<file path="src/otp_cmd_cfg.svh">
// constants of the otp-read, go-to-secure and hard-stop command decoder
`ifndef OTP_CMD_CFG_SVH
`define OTP_CMD_CFG_SVH

// application command bytes
`define CMD_OTP_READ 8'h82
`define CMD_GO_SECURE 8'h84
`define CMD_HARD_STOP 8'h85

// target address layout: {2'b11, programmable bits, hardwired bit}
`define ADDR_FIXED_HI 2'h3
`define ADDR_GENERAL_CALL 7'h00
`define ADDR_RW_BIT 0

// response layout
`define OTP_BYTE_COUNT 6
`define OTP_LAST_INDEX 3'h5
`define RESP_FILL_BYTE 8'hFF
`define RESP_ADDR_TOP 3'h7

// reset values
`define RESET_BYTE 8'h00
`define RESET_POS 16'h0000

`endif

</file>
<file path="src/otp_cmd_pkg.sv">
// types used by the command decoder core; the frame parser declares its own
package otp_cmd_pkg;

  // hard stop sequence, gray coded along idle -> wait -> copy; copy -> idle flips both bits
  typedef enum logic [1:0] {
    STOP_IDLE = 2'b00,
    STOP_WAIT = 2'b01,
    STOP_COPY = 2'b11
  } stop_state_t;

  typedef logic [7:0] byte_t;

endpackage

</file>
<file path="src/frame_if.sv">
// frame level events passed from the byte parser to the command core
`timescale 1ns/1ps
interface frame_if;
  logic addrHit;
  logic broadcast;
  logic readFrame;
  logic cmdStrobe;
  logic [7:0] cmdByte;
  logic rdStrobe;
  logic [2:0] rdIndex;

  modport parser (
    output addrHit,
    output broadcast,
    output readFrame,
    output cmdStrobe,
    output cmdByte,
    output rdStrobe,
    output rdIndex
  );

  modport core (
    input addrHit,
    input broadcast,
    input readFrame,
    input cmdStrobe,
    input cmdByte,
    input rdStrobe,
    input rdIndex
  );
endinterface

</file>
<file path="src/frame_bytes.sv">
// frame parser: address match, command byte capture and read phase count
`timescale 1ns/1ps
`include "otp_cmd_cfg.svh"
module frame_bytes (
  // clock and reset
  input wire logic sys_clk,
  input wire logic nrst,
  // byte layer events
  input wire logic busStart,
  input wire logic busStop,
  input wire logic rxStrobe,
  input wire logic [7:0] rxByte,
  input wire logic txReq,
  // own address, already synchronised
  input wire logic [3:0] otpAddrBits,
  input wire logic hardwiredAddressBit,
  // events to the core
  frame_if.parser frame
);

  typedef struct packed {
    logic [1:0] byteIdx;
    logic addrHit;
    logic broadcast;
    logic readFrame;
    logic cmdStrobe;
    logic [7:0] cmdByte;
    logic rdStrobe;
    logic [2:0] rdIndex;
  } parse_t;

  parse_t st;
  parse_t next_st;
  logic [6:0] ownAddr;

  // the address is rebuilt every cycle so a late otp load is picked up
  assign ownAddr = {`ADDR_FIXED_HI, otpAddrBits, hardwiredAddressBit};

  // frame tracking; strobes last one cycle
  always_comb
  begin
    next_st = st;
    next_st.cmdStrobe = 1'b0;
    next_st.rdStrobe = 1'b0;
    // phase count moves on after the strobe, so rdIndex names the strobed phase;
    // it saturates so a long read stays on fill and never wraps back to the echo
    if (st.rdStrobe && st.rdIndex != 3'h7)
      next_st.rdIndex = st.rdIndex + 3'h1;
    if (busStart || busStop)
    begin
      next_st.byteIdx = 2'h0;
      next_st.addrHit = 1'b0;
      next_st.broadcast = 1'b0;
      next_st.readFrame = 1'b0;
      next_st.rdIndex = 3'h0;
    end
    else if (rxStrobe && st.byteIdx == 2'h0)
    begin
      next_st.byteIdx = 2'h1;
      next_st.readFrame = rxByte[`ADDR_RW_BIT];
      // foreign addresses leave addrHit and broadcast low, so the frame is ignored
      next_st.addrHit = rxByte[7:1] == ownAddr;
      next_st.broadcast = rxByte[7:1] == `ADDR_GENERAL_CALL && !rxByte[`ADDR_RW_BIT];
    end
    else if (rxStrobe && st.byteIdx == 2'h1 && !st.readFrame)
    begin
      next_st.byteIdx = 2'h2;
      // only the first data byte is a command; later bytes are dropped
      next_st.cmdStrobe = st.addrHit || st.broadcast;
      next_st.cmdByte = rxByte;
    end
    if (txReq && st.addrHit && st.readFrame && !busStart && !busStop)
    begin
      next_st.rdStrobe = 1'b1;
    end
  end

  always_ff @(posedge sys_clk or negedge nrst)
  begin
    if (!nrst)
      st <= '0;
    else
      st <= next_st;
  end

  assign frame.addrHit = st.addrHit;
  assign frame.broadcast = st.broadcast;
  assign frame.readFrame = st.readFrame;
  assign frame.cmdStrobe = st.cmdStrobe;
  assign frame.cmdByte = st.cmdByte;
  assign frame.rdStrobe = st.rdStrobe;
  assign frame.rdIndex = st.rdIndex;

endmodule

</file>
<file path="src/otp_stop_cmd.sv">
// command core: otp read-back, go-to-secure request and hard stop sequence
`timescale 1ns/1ps
`include "otp_cmd_cfg.svh"

// How it works
// - an addressed otp-read command byte arms a pending otp response
// - next read frame returns otp bytes 0x00 to 0x05 in ascending order
// - go-to-secure command requests a motion to the 11-bit secure position
// - go-to-secure is accepted both on own address and on general call
// - go-to-secure is dropped when arbitration forbids it, causing no motion
// - a coil fault triggers the hard stop internally and enters shutdown
// - hard stop while moving sets step loss, cleared by short status read
// - once stopped, actual position is copied into target position
// - hard stop command runs the same stop sequence as the fault path
// - own address is 11, four otp address bits, then the hardwired bit
module otp_stop_cmd (
  // clock and reset
  input wire logic sys_clk,
  input wire logic nrst,
  // byte layer of the bus target, same clock
  input wire logic busStart,
  input wire logic busStop,
  input wire logic rxStrobe,
  input wire logic [7:0] rxByte,
  input wire logic txReq,
  output logic [7:0] txByte,
  output logic addrAck,
  // pins, asynchronous
  input wire logic hardwiredAddressBit,
  input wire logic coilFaultX,
  input wire logic coilFaultY,
  // one-time-programmable memory contents
  input wire logic [3:0] otpAddrBits,
  input wire logic [47:0] otpBytes,
  // motion side, same clock
  input wire logic [10:0] securePosition,
  input wire logic secureAllowed,
  input wire logic motorMoving,
  input wire logic [15:0] actualPosition,
  input wire logic shortStatusRead,
  output logic secureReq,
  output logic [10:0] secureTarget,
  output logic hardStopReq,
  output logic targetLoad,
  output logic [15:0] targetPosition,
  output logic stepLossFlag,
  output logic shutdownMode
);

  typedef struct packed {
    logic [1:0] hwSync;
    logic [1:0] faultXSync;
    logic [1:0] faultYSync;
    logic otpPending;
    logic otpServing;
    otp_cmd_pkg::byte_t txByte;
    logic secureReq;
    logic [10:0] secureTarget;
    logic hardStopReq;
    otp_cmd_pkg::stop_state_t stopState;
    logic targetLoad;
    logic [15:0] targetPosition;
    logic stepLossFlag;
    logic shutdownMode;
  } core_t;

  core_t st;
  core_t next_st;
  frame_if frame ();

  logic coilFault;
  logic cmdOwn;
  logic goSecureCmd;
  logic hardStopCmd;
  logic stopTrigger;

  // picks one otp byte; index 1 is otp address 0x00
  function automatic otp_cmd_pkg::byte_t otp_pick(input logic [47:0] mem,
                                                  input logic [2:0] idx);
    otp_cmd_pkg::byte_t b;
    b = `RESP_FILL_BYTE;
    for (int i = 0; i < `OTP_BYTE_COUNT; i++)
    begin
      if (idx == 3'(i + 1))
        b = mem[i * 8 +: 8];
    end
    return b;
  endfunction

  frame_bytes u_frame (
    .sys_clk(sys_clk),
    .nrst(nrst),
    .busStart(busStart),
    .busStop(busStop),
    .rxStrobe(rxStrobe),
    .rxByte(rxByte),
    .txReq(txReq),
    .otpAddrBits(otpAddrBits),
    .hardwiredAddressBit(st.hwSync[1]),
    .frame(frame)
  );

  // decode of the captured command byte
  assign coilFault = st.faultXSync[1] || st.faultYSync[1];
  assign cmdOwn = frame.cmdStrobe && frame.addrHit;
  assign goSecureCmd = frame.cmdStrobe && frame.cmdByte == `CMD_GO_SECURE;
  assign hardStopCmd = cmdOwn && frame.cmdByte == `CMD_HARD_STOP;
  // a fault only triggers once; shutdown then holds until reset
  assign stopTrigger = hardStopCmd || (coilFault && !st.shutdownMode);

  // one next-state process for all of the core's state
  always_comb
  begin
    next_st = st;
    next_st.secureReq = 1'b0;
    next_st.hardStopReq = 1'b0;
    next_st.targetLoad = 1'b0;
    // pins pass two flip-flops; only stage 1 is read by logic
    next_st.hwSync = {st.hwSync[0], hardwiredAddressBit};
    next_st.faultXSync = {st.faultXSync[0], coilFaultX};
    next_st.faultYSync = {st.faultYSync[0], coilFaultY};

    // otp read command arms the response for the next read frame
    if (cmdOwn && frame.cmdByte == `CMD_OTP_READ)
      next_st.otpPending = 1'b1;

    // a read frame consumes the pending response
    if (busStart || busStop)
      next_st.otpServing = 1'b0;
    if (frame.addrHit && frame.readFrame && st.otpPending && !st.otpServing)
    begin
      next_st.otpServing = 1'b1;
      next_st.otpPending = 1'b0;
    end

    // transmit byte: the address echo first, then otp 0x00..0x05, then fill
    if (frame.rdStrobe)
    begin
      if (!st.otpServing)
        next_st.txByte = `RESP_FILL_BYTE;
      else if (frame.rdIndex == 3'h0)
        next_st.txByte = {`RESP_ADDR_TOP, otpAddrBits, st.hwSync[1]};
      else
        next_st.txByte = otp_pick(otpBytes, frame.rdIndex);
    end

    // go-to-secure is dropped while stopping, shut down or forbidden
    if (goSecureCmd && secureAllowed && !st.shutdownMode
        && st.stopState == otp_cmd_pkg::STOP_IDLE && !stopTrigger)
    begin
      next_st.secureReq = 1'b1;
      next_st.secureTarget = securePosition;
    end

    // hard stop sequence, common to command and fault
    case (st.stopState)
      otp_cmd_pkg::STOP_IDLE:
      begin
        if (stopTrigger)
        begin
          next_st.hardStopReq = 1'b1;
          next_st.stopState = otp_cmd_pkg::STOP_WAIT;
        end
      end
      otp_cmd_pkg::STOP_WAIT:
      begin
        // waits for the motion side to report standstill
        if (!motorMoving)
          next_st.stopState = otp_cmd_pkg::STOP_COPY;
      end
      otp_cmd_pkg::STOP_COPY:
      begin
        next_st.targetPosition = actualPosition;
        next_st.targetLoad = 1'b1;
        next_st.stopState = otp_cmd_pkg::STOP_IDLE;
      end
      default:
        next_st.stopState = otp_cmd_pkg::STOP_IDLE;
    endcase
    // a stop while already stopping restarts nothing but still reasserts
    if (stopTrigger && st.stopState != otp_cmd_pkg::STOP_IDLE)
      next_st.hardStopReq = 1'b1;

    if (coilFault)
      next_st.shutdownMode = 1'b1;

    // set wins over the status-read clear so no step loss is missed
    if (shortStatusRead)
      next_st.stepLossFlag = 1'b0;
    if (stopTrigger && motorMoving)
      next_st.stepLossFlag = 1'b1;
  end

  always_ff @(posedge sys_clk or negedge nrst)
  begin
    if (!nrst)
    begin
      st <= '0;
      st.txByte <= `RESP_FILL_BYTE;
      st.targetPosition <= `RESET_POS;
      st.stopState <= otp_cmd_pkg::STOP_IDLE;
    end
    else
      st <= next_st;
  end

  // outputs straight from state, ack follows the address match
  assign addrAck = frame.addrHit || frame.broadcast;
  assign txByte = st.txByte;
  assign secureReq = st.secureReq;
  assign secureTarget = st.secureTarget;
  assign hardStopReq = st.hardStopReq;
  assign targetLoad = st.targetLoad;
  assign targetPosition = st.targetPosition;
  assign stepLossFlag = st.stepLossFlag;
  assign shutdownMode = st.shutdownMode;

endmodule

</file>
<file path="config.mk">
export PLATFORM = sky130hd
export DESIGN_NAME = otp_stop_cmd
export DESIGN_NICKNAME = d
export VERILOG_FILES = /design/src/otp_cmd_pkg.sv /design/src/frame_if.sv /design/src/frame_bytes.sv /design/src/otp_stop_cmd.sv
export VERILOG_INCLUDE_DIRS = /design/src /design/src/src
export SDC_FILE = /design/constraint.sdc
export NUM_CORES = 1
export LEC_CHECK = 0
export ABC_AREA = 1
export BUFFER_PORTS_ARGS = -buffer_cell sky130_fd_sc_hd__buf_2
export CAP_MARGIN = 5
export CORE_UTILIZATION = 53
export CTS_CLUSTER_SIZE = 10
export DETAILED_ROUTE_END_ITERATION = 10
export HOLD_SLACK_MARGIN = 0.05
export PLACE_DENSITY = 0.86
export SLEW_MARGIN = 20
export SYNTH_ARGS = -nofsm -noshare
export SYNTH_HDL_FRONTEND = slang
export SYNTH_SLANG_ARGS = --single-unit
export TNS_END_PERCENT = 5
</file>
<file path="constraint.sdc">
create_clock -name sys_clk -period 4.05 [get_ports sys_clk]
set_clock_uncertainty 0.05 [all_clocks]
set_input_delay 0 -clock sys_clk [delete_from_list [all_inputs] [get_ports sys_clk]]
set_output_delay 0 -clock sys_clk [all_outputs]
set_load 0.01 [all_outputs]
</file>
==> results of run 1 <==
-- layer usage --
metal	GRT usage, %	up-vias	wire length (um)
met2	51.83	147	4910
li1	-	1803	-
met4	9.553	0	226
met1	31.18	1675	3622
met5	0	-	0
met3	6.323	25	544
-- where the power goes --
group          leakage (uW)  internal [uW]  total, uW  switching, uW
registers          0.000851            791        852           61.2
logic               0.00185            186        383            197
clock network     0.0000991            305        564            259
-- synth_stat cells --
cell	count
mux2_2	2
xnor2_1	1
inv_1	51
nand2_2	4
xor2_1	2
inv_2	10
dfstp_2	8
dfrtp_1	60
nor2_1	55
nand3_2	1
o21ai_0	11
nand2_1	177
nor4_1	2
a21o_1	1
ha_1	6
nor3_1	4
nor2_2	2
a22o_1	1
clkbuf_1	2
clkinv_1	1
nor3_2	3
buf_2	6
o21ai_1	4
nor3b_2	1
o22ai_1	1
a21oi_1	20
buf_4	36
buf_6	1
nand3_1	12
a211oi_1	2
nand4_1	3
-- sequential cells by signal (all words and copies together) (netlist names), 2 cells and up --
signal / count
u_frame.st: 2
next_st: 3
txByte: 8
st: 7
u_frame.frame.cmdByte: 8
targetPosition: 16
secureTarget: 11
u_frame.frame.rdIndex: 3
-- stage by stage --
step / power [uW] / std cells / utilization [%]
global route: 1897 / 745 / 77.05
finish: 1799 / 745 / 77.05
global placement: 1173 / 662 / 63.58
CTS: 1806 / 745 / 77.05
detailed placement: 1188 / 662 / 63.58
floorplan: 1124 / 490 / -
-- worst register-to-register path, cell delays in order (launching register included) --
cell	delay, ns
dfrtp_1	0.40
ha_1	0.24
ha_1	0.26
inv_1	0.28
nand2_1	0.11
inv_1	0.07
nand2_1	0.05
nand2_1	0.05
nand2_1	0.04
nand2_1	0.05
nand2_1	0.04
dlygate4sd3_1	0.55
a21oi_1	0.15
dlygate4sd3_1	0.58
-- cell families (layout without fill, tap and decap cells) --
logic type | after synthesis | count (layout) | synth area share [%]
AND/OR/NAND/NOR | 264 | 264 | 29.20
buffers and inverters | 107 | 285 | 15.03
flip-flops | 68 | 68 | 46.61
AO/OA/AOI/OAI | 40 | 40 | 5.792
adder cells (fa/ha/maj) | 6 | 6 | 2.044
XOR/XNOR | 3 | 3 | 0.7156
multiplexers | 2 | 2 | 0.6132
-- cell usage in the layout (no fill, tap or decap), drive strengths merged --
master / Yosys / routed
clkinv: 1 / 3
dfrtp: 60 / 60
a22o: 1 / 1
xor2: 2 / 2
buf: 43 / 140
nor3b: 1 / 1
clkbuf: 2 / 10
nand2: 181 / 181
inv: 61 / 62
ha: 6 / 6
o21ai: 15 / 15
nor4: 2 / 2
nor3: 7 / 7
a21o: 1 / 1
a211oi: 2 / 2
dlygate4sd3: 0 / 67
o22ai: 1 / 1
mux2: 2 / 2
xnor2: 1 / 1
bufinv: 0 / 1
a21oi: 20 / 20
nand3: 13 / 13
clkinvlp: 0 / 2
nand4: 3 / 3
nor2: 57 / 57
dfstp: 8 / 8
-- repair_timing --
action / CTS / global route
setup endpoints to repair: 0 / 0
hold buffers: 67 / 0
hold endpoints to repair: 76 / 0
-- worst min path at each step --
stage	endpoint	cells past startpoint
4_1_cts	u_frame.frame.addrHit$_DFFE_PN0N_	5
3_3_place_gp	st[49]$_DFF_PN0_	1
3_5_place_dp	next_st[49]$_DFF_PN0_	1
6_report	targetPosition[10]$_DFFE_PN0P_	2
2_1_floorplan	hardStopReq$_DFF_PN0_	0
5_1_grt	u_frame.frame.addrHit$_DFFE_PN0N_	5
-- final cells by class --
type	instances	area share, %
clock buffers	10	2.735
repair buffers	207	27.30
well taps	77	1.914
flip-flops and latches	68	34.01
inverters	62	4.625
clock inverters	6	1.417
multi-input cells	315	28.00
==> impl_metrics.ini, run 1 <==
[grt]
grt_usage_pct = 27.83
grt_start_max_net_pins = 50
grt_antenna_before_repair = 0
grt_pass1_vias = 3689
grt_pass1_wl_um = 15810
gr-total-overflow = 0

[floorplan]
start_util_pct = 56.23
ios = 140
die_h_um = 85.24
die_w_um = 85.24
dieArea_um2 = 7266
fp-row-count = 29
core_um2 = 6531

[worst_setup_path]
r2r_end = txByte[1]$_DFFE_PN1P_
critical_path_depth = 13
setup.worst_path.start = u_frame.frame.rdIndex[0]$_DFFE_PN0P_
path_cells = ha_1, ha_1, inv_1, nand2_1, inv_1, nand2_1, nand2_1, nand2_1, nand2_1, nand2_1, dlygate4sd3_1, a21oi_1, dlygate4sd3_1
ff2ff_setup_slack_ns = 1.07
critical_path.max_fanout = 11
max_stage_delay_ns = 0.58
path_class = reg2reg
cp-start-kind = flip-flop
ff2ff_path_depth = 13
cp.required_ns = 4.27
cp_num_buf_inv = 4
worstPathArrival_ns = 3.20
endpoint = txByte[1]$_DFFE_PN1P_
reg2reg_from = u_frame.frame.rdIndex[0]$_DFFE_PN0P_
cp_top_family = buffers and inverters
crit_top_cell = nand2_1
cpMaxStageDelayCell = dlygate4sd3_1
setup.worst_path.end_class = flip-flop

[yosys]
synth_area_leaders = dfrtp_1, nand2_1, buf_4
ys_ff_latch = 68
avgSynthCellArea_um2 = 7.494
syn_nets = 595
syn_area_um2 = 3672
synthCells = 490
synth.top_cell.area_share_pct = 40.89
synth-seq-area-share_pct = 46.61
synth.largest_area_cell = dfrtp_1
yosys_warnings = 0
ys_types = 31

[sta]
period_share_pct = 73.48
finalHoldViolCount = 0
setup_slack_ns = 1.074
worst_pin_slew_ns = 0.6048
setup_viol = 0
relSlewSlack_pct = 59.68
max_freq_ghz = 0.3360
maxSlewViolCount = 0
tns_ns = 0
fin_hold_ws_ns = 0.07841
period_minus_slack_ns = 2.976
grt_setup_unrepaired = false

[pwr]
ir_drop_mv = 0.4195
leakagePower_uw = 0.002796
powerDensity_nw_per_um2 = 357.5

[placed_design]
pre_cts_ws_ns = 2.250
dpl.hpwl_um = 6131
place_area_um2 = 4153
io_buffers = 139
gp_congestion = 0.9353

[finish]
regArea_um2 = 1712
n_antenna_cell = 0
fin_area_um2 = 5032
syn2layout_area_growth_pct = 37.04
fillers = 487
multi_input_area_um2 = 1409
layout-drive-gt1-share_pct = 27.99
fin_nets = 768

[drt]
vias = 3650
wl_um = 9302
ant_nets = 0
firstDrtPassIters = 4
via_per_inst = 4.899
drt_iter0_drc = 194
wl_per_cell_um = 12.49
drc = 0

[clock_network]
cts_max_level = 3
clock_latency_ns = 0.34
postCtsSetupRepairBufs = 0
numCtsBuffers = 9
cts_tree = yes
cts-root-buf = clkbuf_8
cts_resized = 0
clkTransAtPathRegs_ns = 0.08
cts_buffer_depth = 2
cts.sinks = 68

[outcome]
status = completed

[hold_path]
holdCritPathClass = in2async

[flow_run]
drv_cap = 0
No activity file was read; power rests on OpenSTA's default activity.
==> inputs of run 2 (changes only) <==
Settings changed: CORE_UTILIZATION 53 to 49, PLACE_DENSITY 0.86 to 0.8.
Clock period 4.05 ns to 2.89 ns, I/O delays scaled along.
==> run 2 against run 1 <==
  * First-iteration DRC count fell by 40%
  * Sequential share of layout area decreased by 0.24 points
  * Via count is 1.6% lower
==> impl_metrics.ini, run 2 (synthesis results as in run 1) <==
[grt]
grt_start_max_net_pins = 46
gr-total-overflow = 0
grt_usage_pct = 24.21
grt_antenna_before_repair = 0
grt_pass1_wl_um = 14380
grt_pass1_vias = 3389

[sta]
tns_ns = 0
setup_viol = 0
period_share_pct = 93.50
finalHoldViolCount = 0
relSlewSlack_pct = 63.27
max_freq_ghz = 0.3701
worst_pin_slew_ns = 0.5509
period_minus_slack_ns = 2.702
grt_setup_unrepaired = false
maxSlewViolCount = 0

[worst_setup_path]
r2r_end = txByte[3]$_DFFE_PN1P_
max_stage_delay_ns = 0.56
crit_top_cell = nand2_1
ff2ff_setup_slack_ns = 0.19
cpMaxStageDelayCell = dlygate4sd3_1
cp.required_ns = 3.12
cp-start-kind = flip-flop
ff2ff_path_depth = 13
worstPathArrival_ns = 2.93
setup.worst_path.end_class = flip-flop
reg2reg_from = u_frame.frame.rdIndex[0]$_DFFE_PN0P_
critical_path.max_fanout = 11
path_cells = ha_1, ha_1, inv_4, nand2_1, inv_1, nand2_1, nand2_1, nand2_1, nand2_1, nand2_1, dlygate4sd3_1, a21oi_1, dlygate4sd3_1
cp_num_buf_inv = 4
cp_top_family = buffers and inverters
path_class = reg2reg

[finish]
fillers = 617
layout-drive-gt1-share_pct = 28.55
stdcell_count = 768
final_cell_mix = nand2_1, buf_2, dlygate4sd3_1, dfrtp_1, nor2_1
layout_commonest_cell = nand2_1
syn2layout_area_growth_pct = 38.13
largest_reg_flops = 16
largest-register = targetPosition
fin_nets = 769
n_antenna_cell = 0

[hold_path]
holdCritPathClass = in2reg
worstHoldStart = otpAddrBits[2]
min_to = u_frame.frame.addrHit$_DFFE_PN0N_
holdPathStages = 5

[clock_network]
cts_max_level = 3
cts_tree = yes
numCtsBuffers = 9
cts.sinks = 68
clkTransAtPathRegs_ns = 0.08
cts_buffer_depth = 2
clock_latency_ns = 0.35
cts-root-buf = clkbuf_8
postCtsSetupRepairBufs = 0

[drt]
wl_per_cell_um = 12.09
ant_nets = 0
vias = 3592
wl_um = 9287
firstDrtPassIters = 4
drc = 0
via_per_inst = 4.677
drt_iter0_drc = 117

[floorplan]
die_w_um = 88.57
ios = 140
die_h_um = 88.57
start_util_pct = 50.63
dieArea_um2 = 7845
fp-row-count = 31
core_um2 = 7253

[placed_design]
gp_congestion = 0.8473
dpl.hpwl_um = 6310
numPlacedInstances = 685
io_buffers = 139

[pwr]
switching_share_pct = 29.64
sequentialPowerShare_pct = 47.0
leakagePower_uw = 0.002800
powerDensity_nw_per_um2 = 499.4
ir_drop_mv = 0.4269
internal_power_uw = 1782
switchingPower_uw = 750.7
power_frac_clock_pct = 31.9
pwr-share-comb_pct = 21.1

[flow_run]
drv_cap = 0

[outcome]
status = completed
## run 2: power by group through the flow
stage | registers, uW | clock network, uW | logic [uW]
CTS | 1190 | 823 | 527
detailed placement | 1200 | 0 | 460
global placement | 1200 | 0 | 449
finish | 1190 | 809 | 534
global route | 1210 | 861 | 593
floorplan | 1190 | 0 | 387
## run 2: through the flow
stage                     total power [uW]  utilization [%]  hold slack, ns  cell area (um2)  setup WS [ns]
after floorplan                       1575                -         -0.3456             3672          1.295
after global placement                1645            57.74        -0.05749             4188          1.167
after detailed placement              1662            57.74        -0.05262             4188          1.100
after CTS                             2536            69.85         0.07544             5066        0.03299
after global routing                  2662            69.93         0.09305             5072       0.005804
final                                 2533            69.93         0.09713             5072         0.1879
## run 2: layout make-up
class | count | area [um2] | area share (%)
flip-flops and latches | 68 | 1713 | 33.77
multi-input cells | 315 | 1411 | 27.82
repair buffers | 208 | 1381 | 27.23
inverters | 62 | 235.2 | 4.637
clock buffers | 9 | 123.9 | 2.442
well taps | 99 | 123.9 | 2.442
clock inverters | 7 | 83.83 | 1.653
## run 2: worst max-delay path by stage
stage / startpoint / endpoint / depth (start not counted)
finish: u_frame.frame.rdIndex[0]$_DFFE_PN0P_ / txByte[3]$_DFFE_PN1P_ / 13
global route: u_frame.frame.rdIndex[0]$_DFFE_PN0P_ / txByte[3]$_DFFE_PN1P_ / 13
CTS: u_frame.frame.rdIndex[0]$_DFFE_PN0P_ / txByte[3]$_DFFE_PN1P_ / 13
detailed placement: u_frame.frame.rdIndex[0]$_DFFE_PN0P_ / txByte[7]$_DFFE_PN1P_ / 6
global placement: u_frame.frame.rdIndex[0]$_DFFE_PN0P_ / txByte[5]$_DFFE_PN1P_ / 6
floorplan: u_frame.frame.rdIndex[0]$_DFFE_PN0P_ / txByte[3]$_DFFE_PN1P_ / 12
## run 2: tightest hold or removal path: stages
cell	delay, ns
buf_2	0.11
a22o_1	0.12
inv_1	0.04
nand4_1	0.07
o21ai_0	0.09
## run 2: timing repair
action	in CTS	in global routing
hold buffers	67	0
endpoints found under the hold margin	81	0
gates resized for setup	0	4
setup endpoints to repair	0	1
## run 2: metal layers
metal | vias up | GRT usage (%) | routed length [um]
met5 | - | 0 | 0
met4 | 0 | 9.091 | 214
met3 | 21 | 5.317 | 428
met2 | 106 | 44.69 | 4919
met1 | 1654 | 27.25 | 3723
li1 | 1811 | - | -
